**src/include/etac_pkg.sv**
```systemverilog
// package for the exposure trigger and acquisition control block
// assumes a 200 MHz pclk and an apb master with 32-bit data
package etac_pkg;
	// ----------------------------------------------------------------
	// register offsets (byte addresses)
	// ----------------------------------------------------------------
	localparam logic [11:0] ETAC_CMD_OFS      = 12'h000;
	localparam logic [11:0] ETAC_CFG_OFS      = 12'h004;
	localparam logic [11:0] ETAC_EXPT_OFS     = 12'h008;
	localparam logic [11:0] ETAC_PERIOD_OFS   = 12'h00C;
	localparam logic [11:0] ETAC_MINPER_OFS   = 12'h010;
	localparam logic [11:0] ETAC_TDLY_OFS     = 12'h014;
	localparam logic [11:0] ETAC_STAT_OFS     = 12'h018;
	localparam logic [11:0] ETAC_FCNT_OFS     = 12'h01C;
	// ----------------------------------------------------------------
	// command bits (write one to execute)
	// ----------------------------------------------------------------
	localparam int ETAC_CMD_ARM_BIT    = 0;
	localparam int ETAC_CMD_DISARM_BIT = 1;
	localparam int ETAC_CMD_SWTRIG_BIT = 2;
	// ----------------------------------------------------------------
	// config fields
	// ----------------------------------------------------------------
	localparam int ETAC_CFG_MODE_BIT   = 0;
	localparam int ETAC_CFG_ACT_BIT    = 1;
	localparam int ETAC_CFG_EXPM_BIT   = 2;
	localparam int ETAC_CFG_HOUT_BIT   = 3;
	localparam int ETAC_CFG_SRC_LSB    = 8;
	localparam int ETAC_CFG_SRC_W      = 5;
	// ----------------------------------------------------------------
	// trigger source codes
	// ----------------------------------------------------------------
	localparam logic [4:0] ETAC_SRC_SW    = 5'h03;
	localparam logic [4:0] ETAC_SRC_HOUT  = 5'h0A;
	localparam logic [4:0] ETAC_SRC_CC1   = 5'h0E;
	localparam logic [4:0] ETAC_SRC_TIMER = 5'h12;
	localparam logic [4:0] ETAC_SRC_LINE  = 5'h16;
	// ----------------------------------------------------------------
	// reset values
	// ----------------------------------------------------------------
	localparam logic [31:0] ETAC_CFG_RST    = 32'h0000_1600;
	localparam logic [31:0] ETAC_EXPT_RST   = 32'h0000_03E8;
	localparam logic [31:0] ETAC_PERIOD_RST = 32'h0000_2710;
	localparam logic [31:0] ETAC_MINPER_RST = 32'h0000_0001;
	localparam logic [31:0] ETAC_TDLY_RST   = 32'h0000_0000;
	// ----------------------------------------------------------------
	// timing: settings count microseconds
	// ----------------------------------------------------------------
	localparam int ETAC_CLK_MHZ    = 200;
	localparam int ETAC_US_NS      = 1000;
	localparam int ETAC_CLK_NS     = ETAC_US_NS / ETAC_CLK_MHZ;
	localparam int ETAC_US_CYCLES  = ETAC_US_NS / ETAC_CLK_NS;
	localparam logic [31:0] ETAC_EXPT_MIN_US = 32'h0000_0001;
	typedef enum logic [1:0] {
		ETAC_IDLE,
		ETAC_WAIT,
		ETAC_EXPOSE,
		ETAC_BUSY
	} etac_state_type;
endpackage

```
**src/rtl/etac_ctrl.sv**
```systemverilog
// acquisition arm/disarm and exposure-start trigger control, apb slave
// assumes inputs synchronous to pclk; sensor_busy high during readout
//
// Summary of operation
// - no frame starts before arm; triggers before that are dropped
// - disarm while idle stops acquisition at once
// - disarm during a frame lets it finish, then stops
// - arm during a frame still in progress is ignored
// - armed, one frame per trigger taken while waiting, until disarm
// - trigger mode: 0 internal, 1 external
// - trigger mode changes only while disarmed
// - mode off: internal triggers from arm until disarm
// - free-run at set rate, limited to the maximum allowed rate
// - mode off: exposure equals exposure-time setting
// - source codes 3 software, 10 user bit, 14 cc1, 22 line
// - each software command gives one trigger
// - timer source delays the line trigger by timer delay
// - activation 1 rising edge, 0 falling edge
// - software source uses the exposure-time setting
// - cc1/line: timed uses setting, width follows signal
// - user bit in width mode: exposure follows toggles
// - leave waiting on exposure, return when ready again
// - triggers while not ready are ignored
// - cc1 edge of chosen polarity starts a frame when waiting
// - exposure time in microseconds, at least one
// - width mode: active edge starts, opposite edge ends
//
// Implementation choices: the APB register port and the register offsets.
module etac_ctrl
	import etac_pkg::*;
#(
	parameter int US_CYCLES = ETAC_US_CYCLES
) (
	input  wire logic        pclk,
	input  wire logic        presetn,
	input  wire logic        psel,
	input  wire logic        penable,
	input  wire logic        pwrite,
	input  wire logic [11:0] paddr,
	input  wire logic [31:0] pwdata,
	output logic      [31:0] prdata,
	output logic             pready,
	output logic             pslverr,
	input  wire logic        cc1,
	input  wire logic        hw_trig_line,
	input  wire logic        sensor_busy,
	output logic             exposure,
	output logic             frame_start,
	output logic             acq_armed
);
	// ----------------------------------------------------------------
	// register storage
	// ----------------------------------------------------------------
	logic [31:0]    cfg_reg, expt_reg, period_reg, minper_reg, tdly_reg;
	logic [31:0]    fcnt_reg;
	logic [31:0]    prdata_reg;
	logic           pready_reg, pslverr_reg;
	logic           armed_reg, stop_pend_reg;
	etac_state_type state_reg, state_next;
	logic [31:0]    exp_cnt_reg, fr_cnt_reg, dly_cnt_reg;
	logic [7:0]     us_cnt_reg;
	logic           dly_run_reg, dly_fire_reg;
	logic           cc1_q_reg, line_q_reg, hout_q_reg;
	logic           exp_reg, fs_reg;

	// ----------------------------------------------------------------
	// apb decode
	// ----------------------------------------------------------------
	wire access  = psel && penable && !pready_reg;
	// writes land on the completing edge, where pready is seen high
	wire wr      = psel && penable && pready_reg && pwrite;
	wire hit_cmd = paddr == ETAC_CMD_OFS;
	wire hit_cfg = paddr == ETAC_CFG_OFS;
	wire hit_exp = paddr == ETAC_EXPT_OFS;
	wire hit_per = paddr == ETAC_PERIOD_OFS;
	wire hit_min = paddr == ETAC_MINPER_OFS;
	wire hit_dly = paddr == ETAC_TDLY_OFS;
	wire hit_st  = paddr == ETAC_STAT_OFS;
	wire hit_fc  = paddr == ETAC_FCNT_OFS;
	wire mapped  = hit_cmd | hit_cfg | hit_exp | hit_per | hit_min | hit_dly
		| hit_st | hit_fc;
	wire cmd_arm    = wr && hit_cmd && pwdata[ETAC_CMD_ARM_BIT];
	wire cmd_disarm = wr && hit_cmd && pwdata[ETAC_CMD_DISARM_BIT];
	wire cmd_swtrig = wr && hit_cmd && pwdata[ETAC_CMD_SWTRIG_BIT];

	// ----------------------------------------------------------------
	// configuration fields
	// ----------------------------------------------------------------
	wire       trig_mode = cfg_reg[ETAC_CFG_MODE_BIT];
	wire       act_rise  = cfg_reg[ETAC_CFG_ACT_BIT];
	wire       width_md  = cfg_reg[ETAC_CFG_EXPM_BIT];
	wire       host_out_bit = cfg_reg[ETAC_CFG_HOUT_BIT];
	wire [4:0] src = cfg_reg[ETAC_CFG_SRC_LSB +: ETAC_CFG_SRC_W];

	// edge of chosen polarity; cur/prev of the selected level
	function automatic logic act_edge(input logic cur, input logic prev,
		input logic rise);
		act_edge = rise ? (cur && !prev) : (!cur && prev);
	endfunction

	// ----------------------------------------------------------------
	// trigger source selection
	// ----------------------------------------------------------------
	wire sel_sw   = src == ETAC_SRC_SW;
	wire sel_hout = src == ETAC_SRC_HOUT;
	wire sel_cc1  = src == ETAC_SRC_CC1;
	wire sel_line = src == ETAC_SRC_LINE;
	wire sel_tmr  = src == ETAC_SRC_TIMER;
	// selected electrical level; timer source forwards delayed line edge
	wire lvl_cur  = sel_cc1 ? cc1 : sel_hout ? host_out_bit : hw_trig_line;
	wire lvl_prev = sel_cc1 ? cc1_q_reg : sel_hout ? hout_q_reg : line_q_reg;
	wire line_edge = act_edge(hw_trig_line, line_q_reg, act_rise);
	wire delayed_line_trig = dly_fire_reg;
	wire ext_edge = act_edge(lvl_cur, lvl_prev, act_rise);
	wire level_end = act_edge(lvl_cur, lvl_prev, !act_rise);
	wire fr_tick  = fr_cnt_reg == 32'h0000_0000;
	wire trig_in  = !trig_mode ? fr_tick
		: sel_sw ? cmd_swtrig
		: sel_tmr ? delayed_line_trig
		: (sel_cc1 || sel_line || sel_hout) ? ext_edge : 1'b0;
	wire use_width = trig_mode && width_md && (sel_cc1 || sel_line || sel_hout);
	// exposure in microseconds, at least one microsecond
	wire [31:0] expt_us = (expt_reg < ETAC_EXPT_MIN_US) ? ETAC_EXPT_MIN_US : expt_reg;
	wire us_tick = us_cnt_reg == 8'(US_CYCLES - 1);
	// free-run period: the larger of set period and minimum period
	wire [31:0] per_us = (period_reg < minper_reg) ? minper_reg : period_reg;
	wire exp_done = use_width ? level_end
		: (us_tick && exp_cnt_reg == 32'h0000_0001);

	// ----------------------------------------------------------------
	// acquisition state machine
	// ----------------------------------------------------------------
	always_comb begin
		state_next = state_reg;
		unique case (state_reg)
			ETAC_IDLE:
				if (cmd_arm) begin
					state_next = ETAC_WAIT;
				end
			ETAC_WAIT:
				if (cmd_disarm || !armed_reg) begin
					state_next = ETAC_IDLE;
				end else if (trig_in) begin
					state_next = ETAC_EXPOSE;
				end
			ETAC_EXPOSE:
				if (exp_done) begin
					state_next = ETAC_BUSY;
				end
			ETAC_BUSY:
				if (!sensor_busy) begin
					state_next = (stop_pend_reg || cmd_disarm) ? ETAC_IDLE : ETAC_WAIT;
				end
		endcase
	end

	wire in_frame = (state_reg == ETAC_EXPOSE) || (state_reg == ETAC_BUSY);
	wire start_exp = state_reg == ETAC_WAIT && state_next == ETAC_EXPOSE;

	// state, arm flag and pending stop
	always_ff @(posedge pclk or negedge presetn) begin
		if (!presetn) begin
			state_reg     <= ETAC_IDLE;
			armed_reg     <= 1'b0;
			stop_pend_reg <= 1'b0;
		end else begin
			state_reg     <= state_next;
			// arm refused mid-frame; host must wait out readout
			armed_reg     <= cmd_disarm ? 1'b0 : (cmd_arm && !in_frame) ? 1'b1 : armed_reg;
			stop_pend_reg <= (in_frame && cmd_disarm) || (stop_pend_reg && in_frame);
		end
	end

	// ----------------------------------------------------------------
	// exposure timer, free-run pacing, line delay
	// ----------------------------------------------------------------
	always_ff @(posedge pclk or negedge presetn) begin
		if (!presetn) begin
			us_cnt_reg  <= 8'h00;
			exp_cnt_reg <= 32'h0000_0000;
			fr_cnt_reg  <= 32'h0000_0000;
		end else begin
			us_cnt_reg  <= (us_tick || start_exp) ? 8'h00 : us_cnt_reg + 8'h01;
			if (start_exp) begin
				exp_cnt_reg <= expt_us;
			end else if (us_tick && exp_cnt_reg != 32'h0000_0000) begin
				exp_cnt_reg <= exp_cnt_reg - 32'h0000_0001;
			end
			// period counts clock cycles of microseconds in free-run only
			if (state_reg == ETAC_IDLE || trig_mode) begin
				fr_cnt_reg <= 32'h0000_0000;
			end else if (fr_tick && state_reg == ETAC_WAIT) begin
				fr_cnt_reg <= per_us * 32'(US_CYCLES) - 32'h0000_0001;
			end else if (!fr_tick) begin
				fr_cnt_reg <= fr_cnt_reg - 32'h0000_0001;
			end
		end
	end

	// line delay: one outstanding delayed edge at a time
	always_ff @(posedge pclk or negedge presetn) begin
		if (!presetn) begin
			dly_cnt_reg  <= 32'h0000_0000;
			dly_run_reg  <= 1'b0;
			dly_fire_reg <= 1'b0;
		end else begin
			dly_fire_reg <= dly_run_reg && dly_cnt_reg == 32'h0000_0000;
			if (line_edge && !dly_run_reg) begin
				dly_run_reg <= 1'b1;
				dly_cnt_reg <= tdly_reg * 32'(US_CYCLES);
			end else if (dly_run_reg && dly_cnt_reg == 32'h0000_0000) begin
				dly_run_reg <= 1'b0;
			end else if (dly_run_reg) begin
				dly_cnt_reg <= dly_cnt_reg - 32'h0000_0001;
			end
		end
	end

	// ----------------------------------------------------------------
	// input history and outputs
	// ----------------------------------------------------------------
	always_ff @(posedge pclk or negedge presetn) begin
		if (!presetn) begin
			cc1_q_reg  <= 1'b0;
			line_q_reg <= 1'b0;
			hout_q_reg <= 1'b0;
			exp_reg    <= 1'b0;
			fs_reg     <= 1'b0;
			fcnt_reg   <= 32'h0000_0000;
		end else begin
			cc1_q_reg  <= cc1;
			line_q_reg <= hw_trig_line;
			hout_q_reg <= host_out_bit;
			exp_reg    <= state_next == ETAC_EXPOSE;
			fs_reg     <= start_exp;
			fcnt_reg   <= fcnt_reg + {31'h0, start_exp};
		end
	end

	// ----------------------------------------------------------------
	// apb registers; one wait state, then a one-cycle answer
	// ----------------------------------------------------------------
	always_ff @(posedge pclk or negedge presetn) begin
		if (!presetn) begin
			cfg_reg    <= ETAC_CFG_RST;
			expt_reg   <= ETAC_EXPT_RST;
			period_reg <= ETAC_PERIOD_RST;
			minper_reg <= ETAC_MINPER_RST;
			tdly_reg   <= ETAC_TDLY_RST;
		end else begin
			// mode bit frozen while armed; other fields stay writable
			if (wr && hit_cfg) begin
				cfg_reg <= {19'h0, pwdata[12:8], 4'h0, pwdata[3:1],
					(armed_reg || in_frame) ? cfg_reg[0] : pwdata[0]};
			end
			if (wr && hit_exp) expt_reg <= pwdata;
			if (wr && hit_per) period_reg <= pwdata;
			if (wr && hit_min) minper_reg <= pwdata;
			if (wr && hit_dly) tdly_reg <= pwdata;
		end
	end

	wire [31:0] rd_mux = hit_cfg ? cfg_reg : hit_exp ? expt_reg
		: hit_per ? period_reg : hit_min ? minper_reg : hit_dly ? tdly_reg
		: hit_st ? {28'h0, stop_pend_reg, state_reg == ETAC_WAIT, in_frame, armed_reg}
		: hit_fc ? fcnt_reg : 32'h0000_0000;

	// answer registered; an unmapped address errors
	always_ff @(posedge pclk or negedge presetn) begin
		if (!presetn) begin
			pready_reg  <= 1'b0;
			pslverr_reg <= 1'b0;
			prdata_reg  <= 32'h0000_0000;
		end else begin
			pready_reg  <= access;
			pslverr_reg <= access && !mapped;
			prdata_reg  <= (access && !pwrite) ? rd_mux : 32'h0000_0000;
		end
	end

	assign prdata      = prdata_reg;
	assign pready      = pready_reg;
	assign pslverr     = pslverr_reg;
	assign exposure    = exp_reg;
	assign frame_start = fs_reg;
	assign acq_armed   = armed_reg;

	// ----------------------------------------------------------------
	// checks
	// ----------------------------------------------------------------
	property p_no_frame_unarmed;
		@(posedge pclk) disable iff (!presetn)
		!armed_reg |=> !fs_reg;
	endproperty
	a_no_frame_unarmed: assert property (p_no_frame_unarmed)
		else $error("frame started while disarmed");

	property p_disarm_idle;
		@(posedge pclk) disable iff (!presetn)
		(state_reg == ETAC_WAIT && cmd_disarm) |=> state_reg == ETAC_IDLE;
	endproperty
	a_disarm_idle: assert property (p_disarm_idle)
		else $error("disarm while waiting did not stop");

	property p_disarm_frame;
		@(posedge pclk) disable iff (!presetn)
		(state_reg == ETAC_EXPOSE && cmd_disarm) |=> state_reg != ETAC_IDLE;
	endproperty
	a_disarm_frame: assert property (p_disarm_frame)
		else $error("frame aborted by disarm");

	property p_arm_ignored;
		@(posedge pclk) disable iff (!presetn)
		(in_frame && !armed_reg && cmd_arm && !cmd_disarm) |=> !armed_reg;
	endproperty
	a_arm_ignored: assert property (p_arm_ignored)
		else $error("arm taken during frame");

	property p_mode_frozen;
		@(posedge pclk) disable iff (!presetn)
		armed_reg |=> $stable(cfg_reg[0]);
	endproperty
	a_mode_frozen: assert property (p_mode_frozen)
		else $error("trigger mode changed while armed");

	property p_sw_trig;
		@(posedge pclk) disable iff (!presetn)
		(state_reg == ETAC_WAIT && armed_reg && !cmd_disarm && trig_mode && sel_sw
			&& cmd_swtrig) |=> fs_reg ##0 exp_reg;
	endproperty
	a_sw_trig: assert property (p_sw_trig)
		else $error("software trigger lost");

	property p_busy_ignore;
		@(posedge pclk) disable iff (!presetn)
		(state_reg == ETAC_BUSY) |=> !fs_reg;
	endproperty
	a_busy_ignore: assert property (p_busy_ignore)
		else $error("trigger taken while not ready");

	property p_return_wait;
		@(posedge pclk) disable iff (!presetn)
		(state_reg == ETAC_BUSY && !sensor_busy && !stop_pend_reg && !cmd_disarm)
			|=> state_reg == ETAC_WAIT;
	endproperty
	a_return_wait: assert property (p_return_wait)
		else $error("no return to waiting after readout");

	property p_freerun_start;
		@(posedge pclk) disable iff (!presetn)
		(state_reg == ETAC_WAIT && armed_reg && !cmd_disarm && !trig_mode && fr_tick)
			|=> fs_reg;
	endproperty
	a_freerun_start: assert property (p_freerun_start)
		else $error("free-run trigger not taken");

	property p_width_end;
		@(posedge pclk) disable iff (!presetn)
		(state_reg == ETAC_EXPOSE && use_width && level_end) |=> !exp_reg;
	endproperty
	a_width_end: assert property (p_width_end)
		else $error("width exposure did not end on closing edge");

	property p_fs_single;
		@(posedge pclk) disable iff (!presetn)
		fs_reg |=> !fs_reg;
	endproperty
	a_fs_single: assert property (p_fs_single)
		else $error("second start while exposing");

	property p_delay_hold;
		@(posedge pclk) disable iff (!presetn)
		(dly_run_reg && dly_cnt_reg != 32'h0000_0000) |=> !dly_fire_reg;
	endproperty
	a_delay_hold: assert property (p_delay_hold)
		else $error("delayed line trigger fired early");
endmodule

```
**config.mk**
```make
export PLATFORM = sky130hd
export DESIGN_NAME = etac_ctrl
export DESIGN_NICKNAME = d
export VERILOG_FILES = /design/src/include/etac_pkg.sv /design/src/rtl/etac_ctrl.sv
export SDC_FILE = /design/constraint.sdc
export NUM_CORES = 1
export LEC_CHECK = 0
export ABC_AREA = 1
export BUFFER_PORTS_ARGS = -buffer_cell sky130_fd_sc_hd__buf_2
export CAP_MARGIN = 25
export CELL_PAD_IN_SITES_DETAIL_PLACEMENT = 1
export CELL_PAD_IN_SITES_GLOBAL_PLACEMENT = 2
export CORE_MARGIN = 5
export CORE_UTILIZATION = 41
export DETAILED_ROUTE_END_ITERATION = 7
export PLACE_DENSITY_LB_ADDON = 0.15
export SYNTH_ARGS = -nofsm -noshare
export SYNTH_HDL_FRONTEND = slang
export SYNTH_SLANG_ARGS = --single-unit
```
**constraint.sdc**
```tcl
create_clock -name pclk -period 14.7 [get_ports pclk]
set_input_delay 1.47 -clock pclk [delete_from_list [all_inputs] [get_ports pclk]]
set_output_delay 1.47 -clock pclk [all_outputs]
set_load 0.005 [all_outputs]
```
==> impl_metrics.tcl, run 1 <==
set metrics [dict create \
    critical_path.top_delay_family "simple AND/OR/NAND/NOR gates" \
    synth_top_area_share_pct 33.0 \
    ctsResizeCount 0 \
    leakagePower_nw 13.6 \
    clock-sinks 318 \
    cts.clk_slew.worst_paths_ns 0.06 \
    io_buffers 88 \
    clk_latency_ns 0.57 \
    slowest_stage "fa_1" \
    worst_slew_pin_slew_ns 1.12 \
    place_inst 3783 \
    max-cap-violations 0 \
    track_usage_pct 25.3 \
    ys_seq_area_share_pct 34.7 \
    hold_class "reg -> reg" \
    syn_area_um2 23000 \
    rsz0062_at_grt "false" \
    timing.rr.end "fr_cnt_reg[18]" \
    yosys_warnings 0 \
    drc 0 \
    endpoint_kind "flop" \
    crit_top_cell "nand2_1" \
    drtPass1Iterations 7 \
    cp_num_cells 30 \
    finalSetupTns_ns 0 \
    cts-root-buf "clkbuf_16" \
    place.gp.congestion 0.883 \
    fp.coreArea_um2 55300 \
    worstSetupStartpoint "minper_reg[31]" \
    synth_area_leaders "dfrtp_1, ha_1, nand2_1, o21ai_0, inv_1" \
    arrival_ns 6.98 \
    grt_max_degree 93 \
    synth_area_leader_cell "dfrtp_1" \
    synthToLayoutAreaGrowth_pct 11.4 \
    holdBufCountCts 0 \
    nets 3365 \
    vias 20900 \
    ctsLongestPathBuffers 3 \
    yosys_register_bits 318 \
    crit_required_ns 15.14 \
    antenna_found_initial 2 \
    fmaxAchievable_mhz 153 \
    post-route-util_pct 46.2 \
    synth_edf_count 0 \
    die_area_um2 60800 \
    status "complete, no violations" \
    fin_ws_ns 8.16 \
    wl_per_cell_um 20.0 \
    post-route-period-util_pct 44.5 \
    initialDrtViolationCount 1238 \
    fin_cells 3858 \
    critPathKind "reg -> reg" \
    start_util_pct 41.5 \
    worst-path-max-fanout 61 \
    n_antenna_cell 0 \
    syn_area_per_cell_um2 7.62 \
    via_per_inst 5.41 \
    vdd_ir_drop_max_mv 0.0779 \
    wl_um 77100 \
    post-cts-setup-buffers 0 \
    r2r-start "minper_reg[31]" \
    num_rows 86 \
    ys.flop_type "dfrtp_1" \
    drv_slew 0 \
    grt_pass1_vias 21800 \
    n_fill_cell 6908 \
    fin_skew_ns 0.0292 \
    reg2reg_depth 30 \
    max_slew_margin_pct 24.7 \
    grt_overflow 0 \
    place_ws_ns 8.20 \
    hold_violations 0 \
    grt_pass1_wl_um 123000 \
    io_pins 89 \
    cts_max_level 2 \
    cts_tree "built" \
    synthCells 3011 \
    holdWs_ns 0.468 \
    setup_viol 0 \
    drive_gt1_share_pct 7.88 \
    ys_types 55 \
    die_y_um 247 \
    die_w_um 247 \
    ys_async_sr_fraction_pct 100 \
    drtAntennaViolNets 0 \
    reg2reg_slack_ns 8.16 \
    cts_made_buffers 40 \
    power_density_nw_per_um2 87.8 \
    dp_hpwl_um 59600 \
    synth_fp_nets 3298 \
    crit_end "fr_cnt_reg[18]" \
    max_stage_delay_ns 0.51 \
    post-route-min-period_ns 6.54 \
    critPathBufInv 5 \
    start_kind "flop" \
]
-- placed cells by master (no fill, tap or decap), types with 15 or more instances in the layout --
master	count
nand3_1	107
fa_1	46
dfstp_2	15
nand4_1	40
xnor2_1	41
buf_4	19
o211ai_1	27
dfrtp_1	303
nor2_1	279
inv_1	429
a21oi_1	141
o21ai_0	368
nand2_1	606
a31oi_1	34
nor4_1	23
xor2_1	93
ha_1	189
nor3_1	36
clkbuf_16	42
buf_2	87
-- power breakdown --
group          internal, mW  switching [mW]  total [mW]
registers             0.919          0.0460       0.965
clock network         0.618           0.417        1.04
logic                0.0780           0.167       0.245
-- synth_stat cells (all sizes together) (26+ instances only) --
library cell	number
inv	430
o21ai	371
fa	46
o211ai	27
ha	189
a21oi	141
xnor2	41
nand3	110
dfrtp	303
nor2	293
nand2	619
nand4	40
clkbuf	71
nor3	45
xor2	93
nor4	26
a31oi	34
-- stage by stage --
| step | total power [mW] | cell area [µm²] |
|---|---|---|
| 2_1_floorplan | 1.13 | 23000 |
| 3_3_place_gp | 1.21 | 24200 |
| 3_5_place_dp | 1.22 | 24200 |
| 4_1_cts | 2.27 | 25600 |
| 5_1_grt | 2.34 | 25600 |
| 6_report | 2.24 | 25600 |
-- metal layers --
| layer | global-route usage (%) | wire length, µm | vias to the layer above |
|---|---|---|---|
| met1 | 35.8 | 36700 | 10300 |
| met5 | 0 | 13 | - |
| li1 | - | - | 10000 |
| met4 | 7.15 | 2310 | 2 |
| met3 | 3.20 | 3150 | 114 |
| met2 | 41.0 | 34900 | 396 |
-- kinds of logic after synthesis --
| group | share of synthesized area (%) |
|---|---|
| buffers and inverters | 8.54 |
| AOI/OAI and AO/OA | 15.5 |
| and+or+nand+nor | 21.8 |
| DFF | 34.7 |
| xor gates and xnor gates | 5.11 |
| adders and majority gates | 14.3 |
-- worst reg2reg max path: cells and delay by family, from the launching register on --
family / cells / cell delay (ns)
and+or+nand+nor: 13 / 2.13
adders and majority gates: 5 / 1.75
AOI/OAI and AO/OA: 6 / 1.22
buffers and inverters: 5 / 0.70
DFF: 1 / 0.37
xor gates and xnor gates: 1 / 0.26
-- layout make-up --
cell class	count	area [µm²]	share of cell area, %
clock buffer	60	1200	4.69
inverter	432	1620	6.34
timing repair buffer	110	644	2.52
sequential	318	7980	31.2
tap	748	936	3.66
multi-input combinational	2176	13000	51.0
clock inverter	14	165	0.646
-- how the worst min path moves through the flow --
stage	from	endpoint	slack [ns]	cells after the start
global route	cfg_reg[3]	hout_q_reg	0.48	0
detailed placement	cfg_reg[3]	hout_q_reg	0.46	0
CTS	us_cnt_reg[0]	us_cnt_reg[0]	0.47	1
floorplan	cfg_reg[3]	hout_q_reg	0.39	0
finish	us_cnt_reg[0]	us_cnt_reg[0]	0.47	1
global placement	cfg_reg[3]	hout_q_reg	0.45	0
Power figures use the tool's default switching activity.
==> run 2, diff against run 1 <==
--- a/config.mk
+++ b/config.mk
@@ -11,7 +11,7 @@
 export CELL_PAD_IN_SITES_DETAIL_PLACEMENT = 1
 export CELL_PAD_IN_SITES_GLOBAL_PLACEMENT = 2
 export CORE_MARGIN = 5
-export CORE_UTILIZATION = 41
+export CORE_UTILIZATION = 38
 export DETAILED_ROUTE_END_ITERATION = 7
 export PLACE_DENSITY_LB_ADDON = 0.15
 export SYNTH_ARGS = -nofsm -noshare
==> constraint.sdc (replaced) <==
create_clock -name pclk -period 6.4 [get_ports pclk]
set_input_delay 0.64 -clock pclk [delete_from_list [all_inputs] [get_ports pclk]]
set_output_delay 0.64 -clock pclk [all_outputs]
set_load 0.005 [all_outputs]
==> run 2 against run 1 <==
- combinational power up 130%
- first-iteration DRC count down 2.7%
- final area increased by 1.9%
- sequential share of layout area decreased by 0.59 points
- critical path depth is the same
- via count grew 1.0%
- die area increased by 7.6%
==> impl_metrics.tcl, run 2 (same netlist as run 1, synthesis figures left out) <==
set metrics [dict create \
    status "complete, no violations" \
    power_density_nw_per_um2 203 \
    drive_gt1_share_pct 9.40 \
    wl_um 79700 \
    fin_ws_ns 0.392 \
    post-route-period-util_pct 93.9 \
    grt_overflow 0 \
    timing.rr.end "fr_cnt_reg[18]" \
    track_usage_pct 23.7 \
    fmaxAchievable_mhz 166 \
    crit_end "fr_cnt_reg[18]" \
    drtPass1Iterations 5 \
    drv_slew 0 \
    ctsLongestPathBuffers 3 \
    worst_slew_pin_slew_ns 1.03 \
    grt_max_degree 103 \
    worst-path-max-fanout 8 \
    crit_top_cell "nand2_1" \
    die_area_um2 65400 \
    crit_required_ns 6.90 \
    p_int_mw 3.80 \
    leakagePower_nw 13.9 \
    place_ws_ns -0.253 \
    initialDrtViolationCount 1204 \
    max_slew_margin_pct 31.6 \
    setup_viol 0 \
    io_buffers 88 \
    r2r-start "period_reg[10]" \
    nets 3402 \
    drtAntennaViolNets 0 \
    endpoint_kind "flop" \
    grt_pass1_vias 22000 \
    synthToLayoutAreaGrowth_pct 13.5 \
    die_y_um 256 \
    vdd_ir_drop_max_mv 0.166 \
    arrival_ns 6.51 \
    io_pins 89 \
    num_rows 90 \
    n_fill_cell 7436 \
    final_cell_mix "nand2_1, inv_1, o21ai_0" \
    finalSetupTns_ns 0 \
    wl_per_cell_um 20.3 \
    cts-root-buf "clkbuf_16" \
    cts_tree "built" \
    p_comb_share_pct 10.9 \
    dp_hpwl_um 61600 \
    fp.coreArea_um2 60100 \
    clk_latency_ns 0.59 \
    swShare_pct 28.1 \
    clock-sinks 318 \
    fin_skew_ns 0.0339 \
    post-route-util_pct 43.3 \
    post-route-min-period_ns 6.01 \
    hold_class "in -> async" \
    hold_violations 0 \
    power_frac_seq_pct 42.0 \
    reg2reg_depth 30 \
    start_kind "flop" \
    place.gp.congestion 0.872 \
    start_util_pct 38.2 \
    vias 21100 \
    reg2reg_slack_ns 0.39 \
    max_stage_delay_ns 0.57 \
    drc 0 \
    cts.clk_slew.worst_paths_ns 0.06 \
    max-cap-violations 0 \
    p_switching_mw 1.48 \
    die_w_um 256 \
    final_common_cell "nand2_1" \
    worstSetupStartpoint "period_reg[10]" \
    grt_pass1_wl_um 126000 \
    slowest_stage "dfstp_2" \
    cts_made_buffers 42 \
    via_per_inst 5.36 \
    cts_max_level 2 \
    critPathKind "reg -> reg" \
    antenna_found_initial 0 \
    clockPowerShare_pct 47.1 \
]
-- run 2: cell types whose count changed in the layout (fill, tap and decap cells not counted), moves of 3 or more --
cell,delta
buf_4,+31
clkbuf_8,-3
nor2_1,-3
o21ai_0,-13
o21ai_1,+10
o21ai_2,+3
-- run 2: area by class of cell --
| type | instances | area, µm² | area share [%] |
|---|---|---|---|
| sequential | 318 | 7980 | 30.6 |
| timing repair buffer | 143 | 908 | 3.49 |
| clock buffer | 58 | 1180 | 4.54 |
| antenna | 1 | 2.50 | 0.00960 |
| inverter | 432 | 1620 | 6.22 |
| tap | 782 | 978 | 3.75 |
| multi-input combinational | 2178 | 13100 | 50.4 |
| clock inverter | 20 | 263 | 1.01 |
-- run 2: worst min path at each step --
stage,endpoint,slack [ns],cells after the start
finish,dly_cnt_reg[0],0.13,1
global route,cc1_q_reg,0.16,1
CTS,cc1_q_reg,0.15,1
detailed placement,us_cnt_reg[0],0.47,1
global placement,us_cnt_reg[0],0.45,1
floorplan,acq_armed,0.34,0
-- run 2: repair_timing --
item / in CTS / in global routing
hold endpoints to repair: 0 / 0
setup buffers: 0 / 5
endpoints found under the setup margin: 12 / 19
cloned: 0 / 2
pin swaps: 0 / 3
hold buffers: 0 / 0
resized for setup: 9 / 19
-- run 2: per-layer routing --
layer	wire, µm	up-vias	global-route usage [%]	part of all wire, %
met3	2850	102	2.79	3.6
met2	37000	347	39.6	46
met4	1830	0	5.70	2.3
met5	0	-	0	0
li1	-	10100	-	-
met1	38100	10500	33.3	48
-- run 2: power by group through the flow --
stage                     logic, mW  clock network, mW  registers [mW]
after detailed placement      0.570                  0            2.25
after global placement        0.540                  0            2.25
after CTS                     0.573               2.55            2.22
after global routing          0.648               2.63            2.24
after floorplan               0.363                  0            2.22
final                         0.575               2.49            2.22
-- run 2: worst max-delay path, delay by kind of cell, from the launching register on --
kind,cells,cell delay (ns)
flops,1,0.57
simple gates,15,1.75
xor+xnor,1,0.18
compound gates,4,1.20
buf+inv,5,0.52
fa+ha+maj,5,1.68
-- run 2: metrics by stage --
step           hold WS, ns  cells  power, mW  cell area [µm²]
2_1_floorplan        0.344   3011       2.59            23000
3_3_place_gp         0.452   3842       2.79            24400
3_5_place_dp         0.469   3845       2.82            24500
4_1_cts              0.154   3923       5.34            25900
5_1_grt              0.164   3931       5.51            26100
6_report             0.128   3932       5.28            26100
==> run 3, diff against run 2 <==
--- a/config.mk
+++ b/config.mk
@@ -12,6 +12,7 @@
 export CELL_PAD_IN_SITES_GLOBAL_PLACEMENT = 2
 export CORE_MARGIN = 5
 export CORE_UTILIZATION = 38
+export CTS_BUF_LIST = sky130_fd_sc_hd__clkbuf_16
 export DETAILED_ROUTE_END_ITERATION = 7
 export PLACE_DENSITY_LB_ADDON = 0.15
 export SYNTH_ARGS = -nofsm -noshare
==> run 3 against run 2 <==
- routed wire length is 0.35% lower
- sequential cell count unchanged
- cell count fell by 0.10%
- critical endpoint unchanged
==> impl_metrics.tcl, run 3 (same netlist as run 1, synthesis figures left out) <==
set metrics [dict create \
    status "complete, no violations" \
    dp_hpwl_um 61600 \
    seq_area_um2 7980 \
    grt_overflow 0 \
    holdBufCountCts 0 \
    io_buffers 88 \
    io_pins 89 \
    post-route-util_pct 43.2 \
    reg2reg_slack_ns 0.38 \
    antenna_found_initial 0 \
    track_usage_pct 23.7 \
    leakagePower_nw 13.9 \
    via_per_inst 5.36 \
    drtPass1Iterations 5 \
    p_total_mw 5.20 \
    drv_slew 0 \
    power_density_nw_per_um2 200 \
    hold_violations 0 \
    start_kind "flop" \
    clk_latency_ns 0.59 \
    cts.clk_slew.worst_paths_ns 0.06 \
    die_y_um 256 \
    endpoint_kind "flop" \
    n_fill_cell 7443 \
    fmaxAchievable_mhz 166 \
    nets 3399 \
    wl_um 79400 \
    drtAntennaViolNets 0 \
    grt_pass1_vias 22000 \
    reg2reg_depth 26 \
    clock-sinks 318 \
    multi_input_area_um2 13200 \
    ctsLongestPathBuffers 3 \
    fp.coreArea_um2 60100 \
    fin_skew_ns 0.0341 \
    cts-root-buf "clkbuf_16" \
    num_rows 90 \
    max-cap-violations 0 \
    n_antenna_cell 0 \
    rsz0062_at_grt "false" \
    arrival_ns 6.52 \
    worst-path-max-fanout 16 \
    place_ws_ns -0.253 \
    timing.rr.end "fr_cnt_reg[18]" \
    wl_per_cell_um 20.2 \
    post-route-min-period_ns 6.02 \
    critPathKind "reg -> reg" \
    initialDrtViolationCount 1222 \
    r2r-start "period_reg[27]" \
    worst_slew_pin_slew_ns 1.05 \
    place.gp.congestion 0.872 \
    setup_viol 0 \
    drive_gt1_share_pct 9.35 \
    die_area_um2 65400 \
    final_cell_mix "nand2_1, inv_1, o21ai_0" \
    synthToLayoutAreaGrowth_pct 13.3 \
    cts_tree "built" \
    fin_ws_ns 0.379 \
    die_w_um 256 \
    cts_made_buffers 42 \
    hold_class "in -> async" \
    final_common_cell "nand2_1" \
    cts_max_level 2 \
    post-route-period-util_pct 94.1 \
    vdd_ir_drop_max_mv 0.166 \
    start_util_pct 38.2 \
    drc 0 \
    grt_max_degree 103 \
    vias 21100 \
    max_slew_margin_pct 29.9 \
    crit_required_ns 6.90 \
    grt_pass1_wl_um 126000 \
]
==> run 3: layout make-up <==
class	count	area share [%]
flip-flops and latches	318	30.7
repair buffers	141	3.39
well taps	782	3.76
inverters	432	6.24
clock buffers	43	4.14
clock inverters	35	1.23
multi-input cells	2177	50.6
==> run 3: what timing repair did <==
item                       4_1_cts  5_1_grt
buffers inserted                 0        3
setup endpoints to repair       12       19
pin swaps                        0        5
resized for setup                9       25
cloned                           0        1
==> run 3: per-layer routing <==
| layer | GRT usage, % | part of all wire [%] | vias to the layer above |
|---|---|---|---|
| met5 | 0 | 0 | - |
| met4 | 5.65 | 2.2 | 0 |
| met3 | 2.76 | 3.8 | 96 |
| met2 | 39.5 | 46 | 379 |
| met1 | 33.2 | 48 | 10500 |
| li1 | - | - | 10100 |
==> run 3: how the worst max path moves through the flow <==
stage              startpoint        endpoint  slack, ns  cells after the start
2_1_floorplan  period_reg[31]  fr_cnt_reg[31]       0.84                     32
3_3_place_gp    minper_reg[7]  fr_cnt_reg[23]      -0.25                     25
3_5_place_dp   period_reg[27]  fr_cnt_reg[23]      -0.25                     23
4_1_cts        period_reg[27]  fr_cnt_reg[18]       0.12                     28
5_1_grt        minper_reg[19]  fr_cnt_reg[31]       0.02                     28
6_report       period_reg[27]  fr_cnt_reg[18]       0.38                     26
==> run 3: worst max-delay path: stages, from the launching register on <==
cell      delay, ns
dfrtp_1        0.42
ha_1           0.33
a21oi_1        0.15
o21ai_0        0.10
nand2_1        0.07
o211ai_1       0.16
nor2_4         0.31
nand2_4        0.23
o21ai_1        0.41
ha_1           0.32
ha_1           0.32
fa_1           0.47
ha_1           0.38
a21o_1         0.23
a21oi_1        0.13
nand2_1        0.14
nand2_1        0.09
nand2_1        0.06
xnor2_1        0.27
inv_1          0.14
nor2_1         0.18
nand2_1        0.08
nor2_1         0.17
nand3_1        0.17
o21ai_0        0.41
nand3_1        0.14
inv_1          0.08
==> run 3: stage by stage <==
stage | std cells | TNS, ns | cell area, µm² | hold WS (ns)
after global placement | 3842 | -0.806 | 24400 | 0.452
final | 3928 | 0 | 26000 | 0.129
after detailed placement | 3845 | -1.02 | 24500 | 0.469
after floorplan | 3011 | 0 | 23000 | 0.344
after global routing | 3928 | 0 | 26000 | 0.164
after CTS | 3923 | 0 | 25900 | 0.155
==> run 3: power by group <==
part	internal [mW]	total, mW	switching, mW	leakage (nW)
logic	0.184	0.574	0.390	8.96
registers	2.11	2.22	0.109	4.19
clock network	1.43	2.41	0.983	0.716
